===== src/hw/timing_pkg.sv =====
package timing_pkg;
  localparam int unsigned CLK_HZ     = 40_000_000;
  localparam int unsigned RATE_MAX_HZ = 10_000_000;
  localparam int unsigned RATE_MIN_QHZ = 1;       // quarter hertz units
  localparam int unsigned SLOW_RATE_HZ = 2;
  localparam int unsigned PER_MIN    = CLK_HZ / RATE_MAX_HZ;
  localparam int unsigned PER_MAX    = (CLK_HZ * 4) / RATE_MIN_QHZ;
  localparam int unsigned PER_SLOW   = CLK_HZ / SLOW_RATE_HZ;
  localparam int unsigned PER_1PPS   = CLK_HZ;
  localparam int unsigned WID_1PPS   = CLK_HZ / 10;
  localparam int unsigned SUB_W      = 26;
  localparam int unsigned SEC_W      = 6;
  localparam int unsigned CNT_W      = 16;
  localparam int unsigned SIG_W      = 4;
  localparam int unsigned FIX_MIN_SIG = 1;
  localparam int unsigned NAV_MIN_SIG = 4;
  localparam int unsigned LIGHT_DM_PER_NS = 3;

  localparam logic [7:0] OFF_CTRL    = 8'h00;
  localparam logic [7:0] OFF_MODE    = 8'h04;
  localparam logic [7:0] OFF_PER0    = 8'h08;
  localparam logic [7:0] OFF_WID0    = 8'h0c;
  localparam logic [7:0] OFF_PER1    = 8'h10;
  localparam logic [7:0] OFF_WID1    = 8'h14;
  localparam logic [7:0] OFF_TIME_ACCURACY_THRESHOLD    = 8'h18;
  localparam logic [7:0] OFF_HOSTMIN = 8'h1c;
  localparam logic [7:0] OFF_SVSTD   = 8'h20;
  localparam logic [7:0] OFF_SVTIME  = 8'h24;
  localparam logic [7:0] OFF_STATUS  = 8'h28;
  localparam logic [7:0] OFF_SVELAP  = 8'h2c;
  localparam logic [7:0] OFF_LASTP   = 8'h30;
  localparam logic [7:0] OFF_NEXTPH  = 8'h34;
  localparam logic [7:0] OFF_E0RISE  = 8'h38;
  localparam logic [7:0] OFF_E0FALL  = 8'h3c;
  localparam logic [7:0] OFF_E0CNT   = 8'h40;
  localparam logic [7:0] OFF_E1RISE  = 8'h44;
  localparam logic [7:0] OFF_E1FALL  = 8'h48;
  localparam logic [7:0] OFF_E1CNT   = 8'h4c;
  localparam logic [7:0] OFF_QERR    = 8'h50;
  localparam logic [7:0] OFF_AIDSEC  = 8'h54;

  localparam int unsigned CB_EN0 = 0;
  localparam int unsigned CB_EN1 = 1;
  localparam int unsigned CB_BASE = 2;
  localparam int unsigned CB_MODIFY = 4;
  localparam int unsigned CB_ARM = 5;
  localparam logic [5:0] CTRL_RST = 6'h01;
  localparam logic [31:0] UNMAPPED = 32'h0;

  typedef enum logic [1:0] {BASE_UTC, BASE_GNSS, BASE_ALT} time_base_t;
  typedef enum logic [1:0] {TM_DISABLED, TM_SURVEY, TM_FIXED} time_mode_t;

  typedef struct packed {
    logic [31:0] rise_time;
    logic [31:0] fall_time;
    logic [CNT_W-1:0] count;
  } edge_stamp_t;
endpackage


===== src/hw/edge_capture.sv =====
`timescale 1ns/1ps
module edge_capture
  import timing_pkg::*;
(
  input  wire logic        ref_clk,
  input  wire logic        rst,
  input  wire logic        pin,
  input  wire logic [31:0] time_now,
  output edge_stamp_t      stamp,
  output logic             rise_seen,
  output logic             edge_seen
);
  logic s1_r;
  logic s2_r;
  logic s3_r;
  logic level_r;
  logic change;

  // first stage feeds only the second; level moves when stages two and
  // three agree, so a single metastable sample cannot make an edge
  always_ff @(posedge ref_clk)
  begin
    s1_r <= pin;
    s2_r <= s1_r;
    s3_r <= s2_r;
  end

  assign change    = (s2_r == s3_r) && (s3_r != level_r);
  assign edge_seen = change;
  assign rise_seen = change && s3_r;

  always_ff @(posedge ref_clk)
  begin
    if (rst)
    begin
      level_r <= 1'b0;
      stamp   <= '0;
    end
    else if (change)
    begin
      level_r <= s3_r;
      stamp.count <= stamp.count + 1'b1;
      if (s3_r)
        stamp.rise_time <= time_now;
      else
        stamp.fall_time <= time_now;
    end
  end
endmodule


===== src/hw/gnss_time_pulse_and_mark.sv =====
`timescale 1ns/1ps
// What this block does
// - two pulse outputs, each rate settable from 0.25 Hz to 10 MHz
// - pulses of one second period or shorter align to UTC, satellite time, or alternate base if calibrated
// - pulse edges fall on internal clock edges, offset from ideal grid
// - below 2 Hz, phase of coming primary pulse is reported before it fires
// - report times refer to the latest pulse already emitted
// - both edges on two inputs are stamped, counted and reported
// - edge stamps use the same time base as the pulses
// - uncertainty as distance above threshold disables or marks the pulse
// - redundancy flag set while signals in use exceed required minimum
// - survey averages until deviation and time targets, then goes fixed
// - fixed mode by survey completion or host-supplied position
// - survey progress reported while survey runs
// - single-signal timing only when fixed; host may raise minimum
// - pulse suppressed in the off part of duty cycle from its second cycle on (registered output)
// - aid pulse on input zero with aid message resolves time at once
// - raw data released only after bit sync and time of week
// - after start, primary pulse enabled at one pulse per second
module gnss_time_pulse_and_mark
  import timing_pkg::*;
#(
  parameter int unsigned PER_DEF0 = PER_1PPS,
  parameter int unsigned WID_DEF0 = WID_1PPS,
  parameter int unsigned PER_TOP  = PER_MAX
)
(
  input  wire logic             ref_clk,
  input  wire logic             rst,
  input  wire logic [7:0]       address,
  input  wire logic             read,
  input  wire logic             write,
  input  wire logic [31:0]      writedata,
  output logic [31:0]           readdata,
  output logic                  waitrequest,
  input  wire logic             utc_epoch,
  input  wire logic             gnss_epoch,
  input  wire logic             alt_epoch,
  input  wire logic             calib_avail,
  input  wire logic [31:0]      sync_qerr,
  input  wire logic [31:0]      time_uncert_ns,
  input  wire logic [SIG_W-1:0] sigs_used,
  input  wire logic [SIG_W-1:0] sigs_min_situation,
  input  wire logic [31:0]      survey_std,
  input  wire logic             duty_off,
  input  wire logic             bit_sync,
  input  wire logic             tow_valid,
  input  wire logic             edge_in_zero,
  input  wire logic             edge_in_one,
  output logic                  pulse_out_primary,
  output logic                  pulse_out_secondary,
  output logic                  survey_progress_report,
  output logic                  redundancy_active_flag,
  output logic                  raw_out_enable,
  output logic                  timing_ok
);
  if (PER_TOP < PER_DEF0 || PER_DEF0 < PER_MIN || WID_DEF0 >= PER_DEF0)
  begin : g_bad_params
    $error("pulse defaults out of range");
  end

  logic [5:0]       ctrl_r;
  time_mode_t       mode_r;
  logic [31:0]      per_r [2];
  logic [31:0]      wid_r [2];
  logic [31:0]      time_accuracy_threshold_r;
  logic [SIG_W-1:0] hostmin_r;
  logic [31:0]      svstd_r;
  logic [31:0]      svtime_r;
  logic [31:0]      svelap_r;
  logic [31:0]      aidsec_r;
  logic [SUB_W-1:0] sub_r;
  logic [SEC_W-1:0] sec_r;
  logic [31:0]      lastp_r;
  logic [31:0]      nextph_r;
  logic [31:0]      qerr_r;
  logic             phase_rdy_r;
  logic             resolved_r;
  logic             ack_r;
  logic [31:0]      cnt_r [2];
  logic [1:0]       pulse_r;
  logic             svrep_r;

  time_base_t       base;
  logic             epoch;
  logic             alt_used;
  logic [31:0]      time_now;
  logic [SIG_W-1:0] eff_min;
  logic [33:0]      uncert_dm;
  logic             over_time_accuracy_threshold;
  logic             gate_off;
  logic             wr_en;
  logic [31:0]      wsel;
  logic [31:0]      stat;
  edge_stamp_t      st0;
  edge_stamp_t      st1;
  logic             rise0;
  logic [1:0]       edge_any;

  // base selection; alternate base needs calibration, else satellite time
  always_comb
  begin
    base = time_base_t'(ctrl_r[CB_BASE +: 2]);
    alt_used = (base == BASE_ALT) && calib_avail;
    unique case (base)
      BASE_UTC:  epoch = utc_epoch;
      BASE_GNSS: epoch = gnss_epoch;
      BASE_ALT:  epoch = calib_avail ? alt_epoch : gnss_epoch;
      default:   epoch = gnss_epoch;
    endcase
  end

  assign time_now = {sec_r, sub_r};

  // minimum signals: one only when position is fixed, never below host
  always_comb
  begin
    eff_min = (mode_r == TM_FIXED) ? SIG_W'(FIX_MIN_SIG)
                                   : SIG_W'(NAV_MIN_SIG);
    if (sigs_min_situation > eff_min)
      eff_min = sigs_min_situation;
    if (hostmin_r > eff_min)
      eff_min = hostmin_r;
  end

  assign redundancy_active_flag = sigs_used > eff_min;
  assign timing_ok = (sigs_used >= eff_min) && (mode_r != TM_SURVEY);
  assign uncert_dm = 34'(time_uncert_ns) * 34'(LIGHT_DM_PER_NS);
  assign over_time_accuracy_threshold = uncert_dm > 34'(time_accuracy_threshold_r);
  // modify option keeps the pulse running; only the status flag marks it
  assign gate_off = duty_off || !timing_ok
                    || (over_time_accuracy_threshold && !ctrl_r[CB_MODIFY]);
  assign raw_out_enable = bit_sync && tow_valid;

  // bus slave: one wait cycle, answer on the second; a write lands only
  // on the edge where the master sees waitrequest low
  assign waitrequest = (read || write) && !ack_r;
  assign wr_en = write && ack_r;
  assign wsel = writedata;

  always_ff @(posedge ref_clk)
  begin
    if (rst)
      ack_r <= 1'b0;
    else
      ack_r <= (read || write) && !ack_r;
  end

  always_ff @(posedge ref_clk)
  begin
    if (rst)
    begin
      per_r[0]  <= PER_DEF0;
      wid_r[0]  <= WID_DEF0;
      per_r[1]  <= PER_DEF0;
      wid_r[1]  <= WID_DEF0;
      time_accuracy_threshold_r    <= '1;
      hostmin_r <= '0;
      svstd_r   <= '0;
      svtime_r  <= '0;
      aidsec_r  <= '0;
    end
    else if (wr_en)
    begin
      unique case (address)
        OFF_PER0, OFF_PER1:
          // rates clamp into the supported 0.25 Hz .. 10 MHz band
          per_r[address[4]] <= (wsel < PER_MIN) ? PER_MIN
                             : (wsel > PER_TOP) ? PER_TOP : wsel;
        OFF_WID0: wid_r[0] <= wsel;
        OFF_WID1: wid_r[1] <= wsel;
        OFF_TIME_ACCURACY_THRESHOLD: time_accuracy_threshold_r <= wsel;
        OFF_HOSTMIN: hostmin_r <= wsel[SIG_W-1:0];
        OFF_SVSTD: svstd_r <= wsel;
        OFF_SVTIME: svtime_r <= wsel;
        OFF_AIDSEC: aidsec_r <= wsel;
        default: ;
      endcase
    end
  end

  // arm bit: software sets it, the aid edge clears it; a set wins
  always_ff @(posedge ref_clk)
  begin
    if (rst)
      ctrl_r <= CTRL_RST;
    else if (wr_en && address == OFF_CTRL)
      ctrl_r <= wsel[5:0];
    else if (rise0)
      ctrl_r[CB_ARM] <= 1'b0;
  end

  // time of day on the selected base; an armed aid edge reloads it
  always_ff @(posedge ref_clk)
  begin
    if (rst)
    begin
      sub_r      <= '0;
      sec_r      <= '0;
      resolved_r <= 1'b0;
      qerr_r     <= '0;
    end
    else if (rise0 && ctrl_r[CB_ARM])
    begin
      sub_r      <= '0;
      sec_r      <= aidsec_r[SEC_W-1:0];
      resolved_r <= 1'b1;
    end
    else if (epoch)
    begin
      sub_r  <= '0;
      sec_r  <= sec_r + 1'b1;
      qerr_r <= sync_qerr;
    end
    else
      sub_r <= sub_r + 1'b1;
  end

  // time mode sequence
  always_ff @(posedge ref_clk)
  begin
    if (rst)
    begin
      mode_r   <= TM_DISABLED;
      svelap_r <= '0;
      svrep_r  <= 1'b0;
    end
    else
    begin
      svrep_r <= 1'b0;
      if (wr_en && address == OFF_MODE)
      begin
        // writing fixed stands for a supplied position with uncertainty
        mode_r   <= time_mode_t'(wsel[1:0]);
        svelap_r <= '0;
      end
      else if (mode_r == TM_SURVEY && epoch)
      begin
        svelap_r <= svelap_r + 1'b1;
        svrep_r  <= 1'b1;
        if (survey_std <= svstd_r && svelap_r >= svtime_r)
          mode_r <= TM_FIXED;
      end
    end
  end
  assign survey_progress_report = svrep_r;

  // pulse generators; edges can only move on ref_clk, hence the offset
  // that is published in the quantisation register
  for (genvar ch = 0; ch < 2; ch++)
  begin : g_pulse
    logic enabled;
    assign enabled = ctrl_r[ch];
    always_ff @(posedge ref_clk)
    begin
      if (rst)
      begin
        cnt_r[ch]   <= '0;
        pulse_r[ch] <= 1'b0;
      end
      else
      begin
        // long periods cannot realign on every second epoch
        if (epoch && per_r[ch] <= PER_1PPS)
          cnt_r[ch] <= '0;
        else if (cnt_r[ch] >= per_r[ch] - 1)
          cnt_r[ch] <= '0;
        else
          cnt_r[ch] <= cnt_r[ch] + 1;
        pulse_r[ch] <= enabled && !gate_off
                       && (cnt_r[ch] < wid_r[ch]);
      end
    end
  end
  assign pulse_out_primary   = pulse_r[0];
  assign pulse_out_secondary = pulse_r[1];

  // slow primary: publish the coming edge half a period ahead; keep the
  // time of the last emitted pulse for reports
  always_ff @(posedge ref_clk)
  begin
    if (rst)
    begin
      nextph_r    <= '0;
      phase_rdy_r <= 1'b0;
      lastp_r     <= '0;
    end
    else
    begin
      if (per_r[0] > PER_SLOW && cnt_r[0] == (per_r[0] >> 1))
      begin
        nextph_r    <= qerr_r;
        phase_rdy_r <= 1'b1;
      end
      else if (cnt_r[0] == '0)
        phase_rdy_r <= 1'b0;
      if (pulse_out_primary == 1'b0 && cnt_r[0] == '0 && ctrl_r[CB_EN0]
          && !gate_off)
        lastp_r <= time_now;
    end
  end

  edge_capture u_cap0
  (
    .ref_clk   (ref_clk),
    .rst       (rst),
    .pin       (edge_in_zero),
    .time_now  (time_now),
    .stamp     (st0),
    .rise_seen (rise0),
    .edge_seen (edge_any[0])
  );

  edge_capture u_cap1
  (
    .ref_clk   (ref_clk),
    .rst       (rst),
    .pin       (edge_in_one),
    .time_now  (time_now),
    .stamp     (st1),
    .rise_seen (),
    .edge_seen (edge_any[1])
  );

  assign stat = {22'h0, alt_used, resolved_r, phase_rdy_r, mode_r,
                 mode_r == TM_SURVEY, raw_out_enable,
                 redundancy_active_flag, over_time_accuracy_threshold, |edge_any};

  always_ff @(posedge ref_clk)
  begin
    if (rst)
      readdata <= '0;
    else if (read && !ack_r)
    begin
      unique case (address)
        OFF_CTRL:    readdata <= {26'h0, ctrl_r};
        OFF_MODE:    readdata <= {30'h0, mode_r};
        OFF_PER0:    readdata <= per_r[0];
        OFF_WID0:    readdata <= wid_r[0];
        OFF_PER1:    readdata <= per_r[1];
        OFF_WID1:    readdata <= wid_r[1];
        OFF_TIME_ACCURACY_THRESHOLD:    readdata <= time_accuracy_threshold_r;
        OFF_HOSTMIN: readdata <= {28'h0, hostmin_r};
        OFF_SVSTD:   readdata <= svstd_r;
        OFF_SVTIME:  readdata <= svtime_r;
        OFF_STATUS:  readdata <= stat;
        OFF_SVELAP:  readdata <= svelap_r;
        OFF_LASTP:   readdata <= lastp_r;
        OFF_NEXTPH:  readdata <= nextph_r;
        OFF_E0RISE:  readdata <= st0.rise_time;
        OFF_E0FALL:  readdata <= st0.fall_time;
        OFF_E0CNT:   readdata <= {16'h0, st0.count};
        OFF_E1RISE:  readdata <= st1.rise_time;
        OFF_E1FALL:  readdata <= st1.fall_time;
        OFF_E1CNT:   readdata <= {16'h0, st1.count};
        OFF_QERR:    readdata <= qerr_r;
        OFF_AIDSEC:  readdata <= aidsec_r;
        default:     readdata <= UNMAPPED;
      endcase
    end
  end
endmodule


===== config.mk =====
export PLATFORM = sky130hd
export DESIGN_NAME = gnss_time_pulse_and_mark
export DESIGN_NICKNAME = d
export VERILOG_FILES = /design/src/hw/timing_pkg.sv /design/src/hw/edge_capture.sv /design/src/hw/gnss_time_pulse_and_mark.sv
export SDC_FILE = /design/constraint.sdc
export NUM_CORES = 2
export LEC_CHECK = 0
export BUFFER_PORTS_ARGS = -buffer_cell sky130_fd_sc_hd__buf_2
export CAP_MARGIN = 20
export CORE_MARGIN = 2
export CORE_UTILIZATION = 55
export CTS_BUF_LIST = sky130_fd_sc_hd__clkbuf_8 sky130_fd_sc_hd__clkbuf_16
export CTS_CLUSTER_DIAMETER = 120
export DETAILED_ROUTE_END_ITERATION = 8
export GPL_TIMING_DRIVEN = 0
export MAX_ROUTING_LAYER = met4
export PLACE_DENSITY = 0.75
export SYNTH_ARGS = -nofsm -noshare
export SYNTH_HDL_FRONTEND = slang
export SYNTH_SLANG_ARGS = --single-unit

===== constraint.sdc =====
create_clock -name ref_clk -period 10.2 [get_ports ref_clk]
set_input_delay 2.04 -clock ref_clk [delete_from_list [all_inputs] [get_ports ref_clk]]
set_output_delay 2.04 -clock ref_clk [all_outputs]
set_load 0.05 [all_outputs]

==> results.txt <==
The tools report the total number of placement rows as 96. Global routing consumed, over all layers together, 50.1% of the routing resources. For this run, the number of Yosys warnings is 0. TritonCTS built the clock tree. The run gives 142000 um as the post-DP HPWL. The total count of max-transition violations in the final report was 0; the depth of the CTS H-tree was 3. Cells with a size suffix above 1 make up 7.02% of the layout. The worst hold path belongs to the class reg2reg. The count of nets left with antenna violations once routing finished came out at 0.

Yosys mapped a number of flops with a built-in enable equal to 192. Of the available clock period, the critical path in the final layout requires 83.6%. The post-detailed-route via-to-cell ratio was 6.53; the sequential share of power was 46.5%. The portion of synthesized area spent on multiplexers is 1.96%.

For this design the total switching power over the nets is 1740 uW. The share of synthesized registers carrying an async set or reset was 0%; the max capacitance violation total was 0. After detailed placement, the design holds a cell count of 5678. Power density of the placed cells: 148 nW/um^2. Die footprint: 72100 um^2.

From synthesis to final layout, the design area changed by 13.2%. The flow ran to the end, and the final reports show no timing, DRC or antenna violations. Count of cells along the worst hold path: 0.

The residual overflow from global routing was 0; the number of register bits inferred by synthesis was 698. The run gives 4680 uW as the internal cell power. The net count of the finished layout is 5259.

After Yosys synthesis, XOR and XNOR cells account for 5.92% of the synthesized area. The number of port buffers came out at 171. Initial cell density of the core: 55.8%. The logs give 11.5% for the headroom to the max-slew limit and 0.0169 uW for the leakage dissipation. Synthesis instantiated 73 different standard cells from the library. The global-route wire length before repair is 246000 um, and the number of clock sinks seen by CTS is 698. At the later pin of the worst-skew pair, clock insertion delay measures 650 ps. Slew at the pin closest to its max-slew limit: 1320 ps.

The mean area per synthesized cell came out at 8.57 um^2. The TritonCTS buffer count is 75. The peak fanout along the critical path is 4. The via count of the first global-routing pass was 34900; the number of antenna violations at the first check in global routing was 5. At the end of routability-driven placement, the weighted congestion stood at 1.06.

For the worst setup path, the data arrival time is 9020 ps. The tools report the number of hold buffers added after CTS as 0. For the synthesized netlist cell count, the log shows 4490. The tools report the category of the worst setup path capture point as a flop. Setup repair after global routing left no endpoint under its margin. For this run, the leading register cell type out of synthesis is dfxtp_1. In this run the standard cell core region covers 68900 um^2. Type of origin of the critical path: a primary input. The synthesized netlist devotes 17.1% of its cell area to compound gates. The critical path in this run is classified as in2reg. Buffers added to address setup during post-CTS repair amount to 0. STA puts the critical path data required time at 10700 ps.

The logic depth of the worst register-to-register path was 24; the number of design-rule violations left by the first detailed-router iteration was 5600. For this block, the routed nets add up to 179000 um of wire. The die is 268 um tall. The final-report hold violation count was 0; the portion of total power attributed to the clock network was 43.6%.

The number of buffers between clock root and the deepest sink is 3. Summed over all failing endpoints, the final setup total negative slack is 0 ps. Entering global routing, the biggest net connects 33 pins.

Across all layers, the routed design uses 38000 vias. Clock-pin slew reported for the worst setup and hold paths after clock tree synthesis: 60 ps. In this run the count of I/O pins placed on the die edge is 196. The run gives 0.132 mV as the worst-case vdd ir drop. The clock tree root buffer cell was clkbuf_16. Fraction of power spent switching nets: 27.1%. By area, the combinational part of the netlist is dominated by simple AND/OR/NAND/NOR gates. Sequential elements use 41.3% of the synthesized area. The final setup skew is 21.8 ps. The top cell types in the final layout, fill and taps aside, are nand2_1, dfxtp_1, a21oi_1, nor2_1, ha_1.

The first detailed-routing pass ran for 9 iterations. The highest attainable clock frequency is 117 MHz, and the cell area after technology mapping is 38500 um^2. Setup violations remaining at the end of the flow were counted as 0. For this run, design rule violations remaining after detail routing come to 0.

The final critical path time including I/O delays and setup was 8520 ps; the final cell count without fillers was 5822. Summing the areas of all and, or, nand and nor instances in the mapped netlist gives 20.1% of the synthesized area. Of the total synthesized cell area, the portion taken by full adders, half adders and majority gates is 8.97%.

The average routed wire per standard cell is 30.7 um. Commonest non-fill, non-tap cell in the layout: nand2_1. The overall die width came out at 268 um. In this run, post-CTS repair resized a total of 0 instances.

The tools report the combinational cell fraction of total power as 9.9%.
==> cells in the mapped netlist (83+ instances only) <==
cell        n  area, um^2
a21oi_1   411        2060
a21o_1     83         623
nor2_1    361        1360
o21ai_0    84         420
dfxtp_1   506       10100
edfxtp_1  192        5770
xnor2_1   115        1010
clkbuf_1  254         953
nand4_1    89         557
nand2_1   798        3000
ha_1      274        3430
nand3_1    87         435
a22oi_1   113         848
inv_1     201         754
xor2_1    145        1270
==> routing by layer <==
layer	share of wire, %	global-route usage, %
met5	0	-
met4	7.9	32.4
met3	14	15.4
met2	41	71.0
met1	37	61.8
==> kinds of logic (layout without fill, tap and decap cells) <==
family / count (synthesis) / after routing
multiplexers: 75 / 75
XOR/XNOR: 260 / 260
other: 2 / 77
flip-flops: 698 / 698
AO/OA/AOI/OAI: 1008 / 1008
buffers and inverters: 475 / 801
adder cells (fa/ha/maj): 275 / 275
AND/OR/NAND/NOR: 1697 / 1697
==> power groups by stage <==
stage          clock, uW  sequential (uW)  combinational, uW
6_report            2800             2990                634
5_1_grt             2880             2990                678
4_1_cts             2770             2980                611
3_5_place_dp           0             3040                607
3_3_place_gp           0             3040                586
2_1_floorplan          0             3000                372
==> area by class of cell <==
type / instances / area (um^2)
Fill cell: 6044 / 25400
Tap cell: 931 / 1160
Inverter: 201 / 754
Buffer: 274 / 1040
Sequential cell: 698 / 15900
Timing Repair Buffer: 190 / 1130
Multi-Input combinational cell: 3387 / 21100
Antenna cell: 5 / 12.5
Clock inverter: 46 / 358
Clock buffer: 90 / 2120
==> worst paths after layout <==
check	from	endpoint	slack [ps]
max reg2reg	mode_r[1]$_SDFFE_PP0P_	pulse_out_secondary$_SDFF_PP0_	3860
min reg2reg	u_cap1.s1_r$_DFF_P_	u_cap1.s2_r$_DFF_P_	330
min	u_cap1.s1_r$_DFF_P_	u_cap1.s2_r$_DFF_P_	330
max	time_uncert_ns[1]	pulse_out_secondary$_SDFF_PP0_	1680
==> worst max-delay path: stages <==
cell       delay (ps)
buf_2             130
ha_1              300
a21oi_1           190
o2111ai_1         230
nor4_1            850
o21bai_1          160
a21o_1            220
a31oi_1           360
o21ai_0           210
a21boi_0          240
xnor2_1           100
ha_1              310
nand4_1            80
or3_1             370
o31ai_1           290
a21oi_1            70
a211oi_1          240
o31ai_1           130
a211oi_1         1070
o21ai_0           780
nor4_1            640
==> flip-flops by register name (all words and copies together), names as in the netlist, 26 cells and up <==
name,cells
u_cap0.stamp,80
u_cap1.stamp,80
cnt_r,64
per_r,64
wid_r,64
aidsec_r,32
lastp_r,32
nextph_r,32
qerr_r,32
readdata,32
svelap_r,32
svstd_r,32
svtime_r,32
time_accuracy_threshold_r,32
sub_r,26
==> through the flow <==
stage	power (uW)	worst slack [ps]	cell area, um^2	hold slack, ps	utilization, %
floorplan	3370	2740	38700	310	-
global placement	3630	1600	40700	310	59.1
detailed placement	3650	1520	41000	318	59.5
CTS	6360	2160	43500	332	63.1
global route	6540	1590	43500	335	63.1
finish	6420	1680	43500	327	63.1
Note: power is estimated with default switching activity, not from simulation.
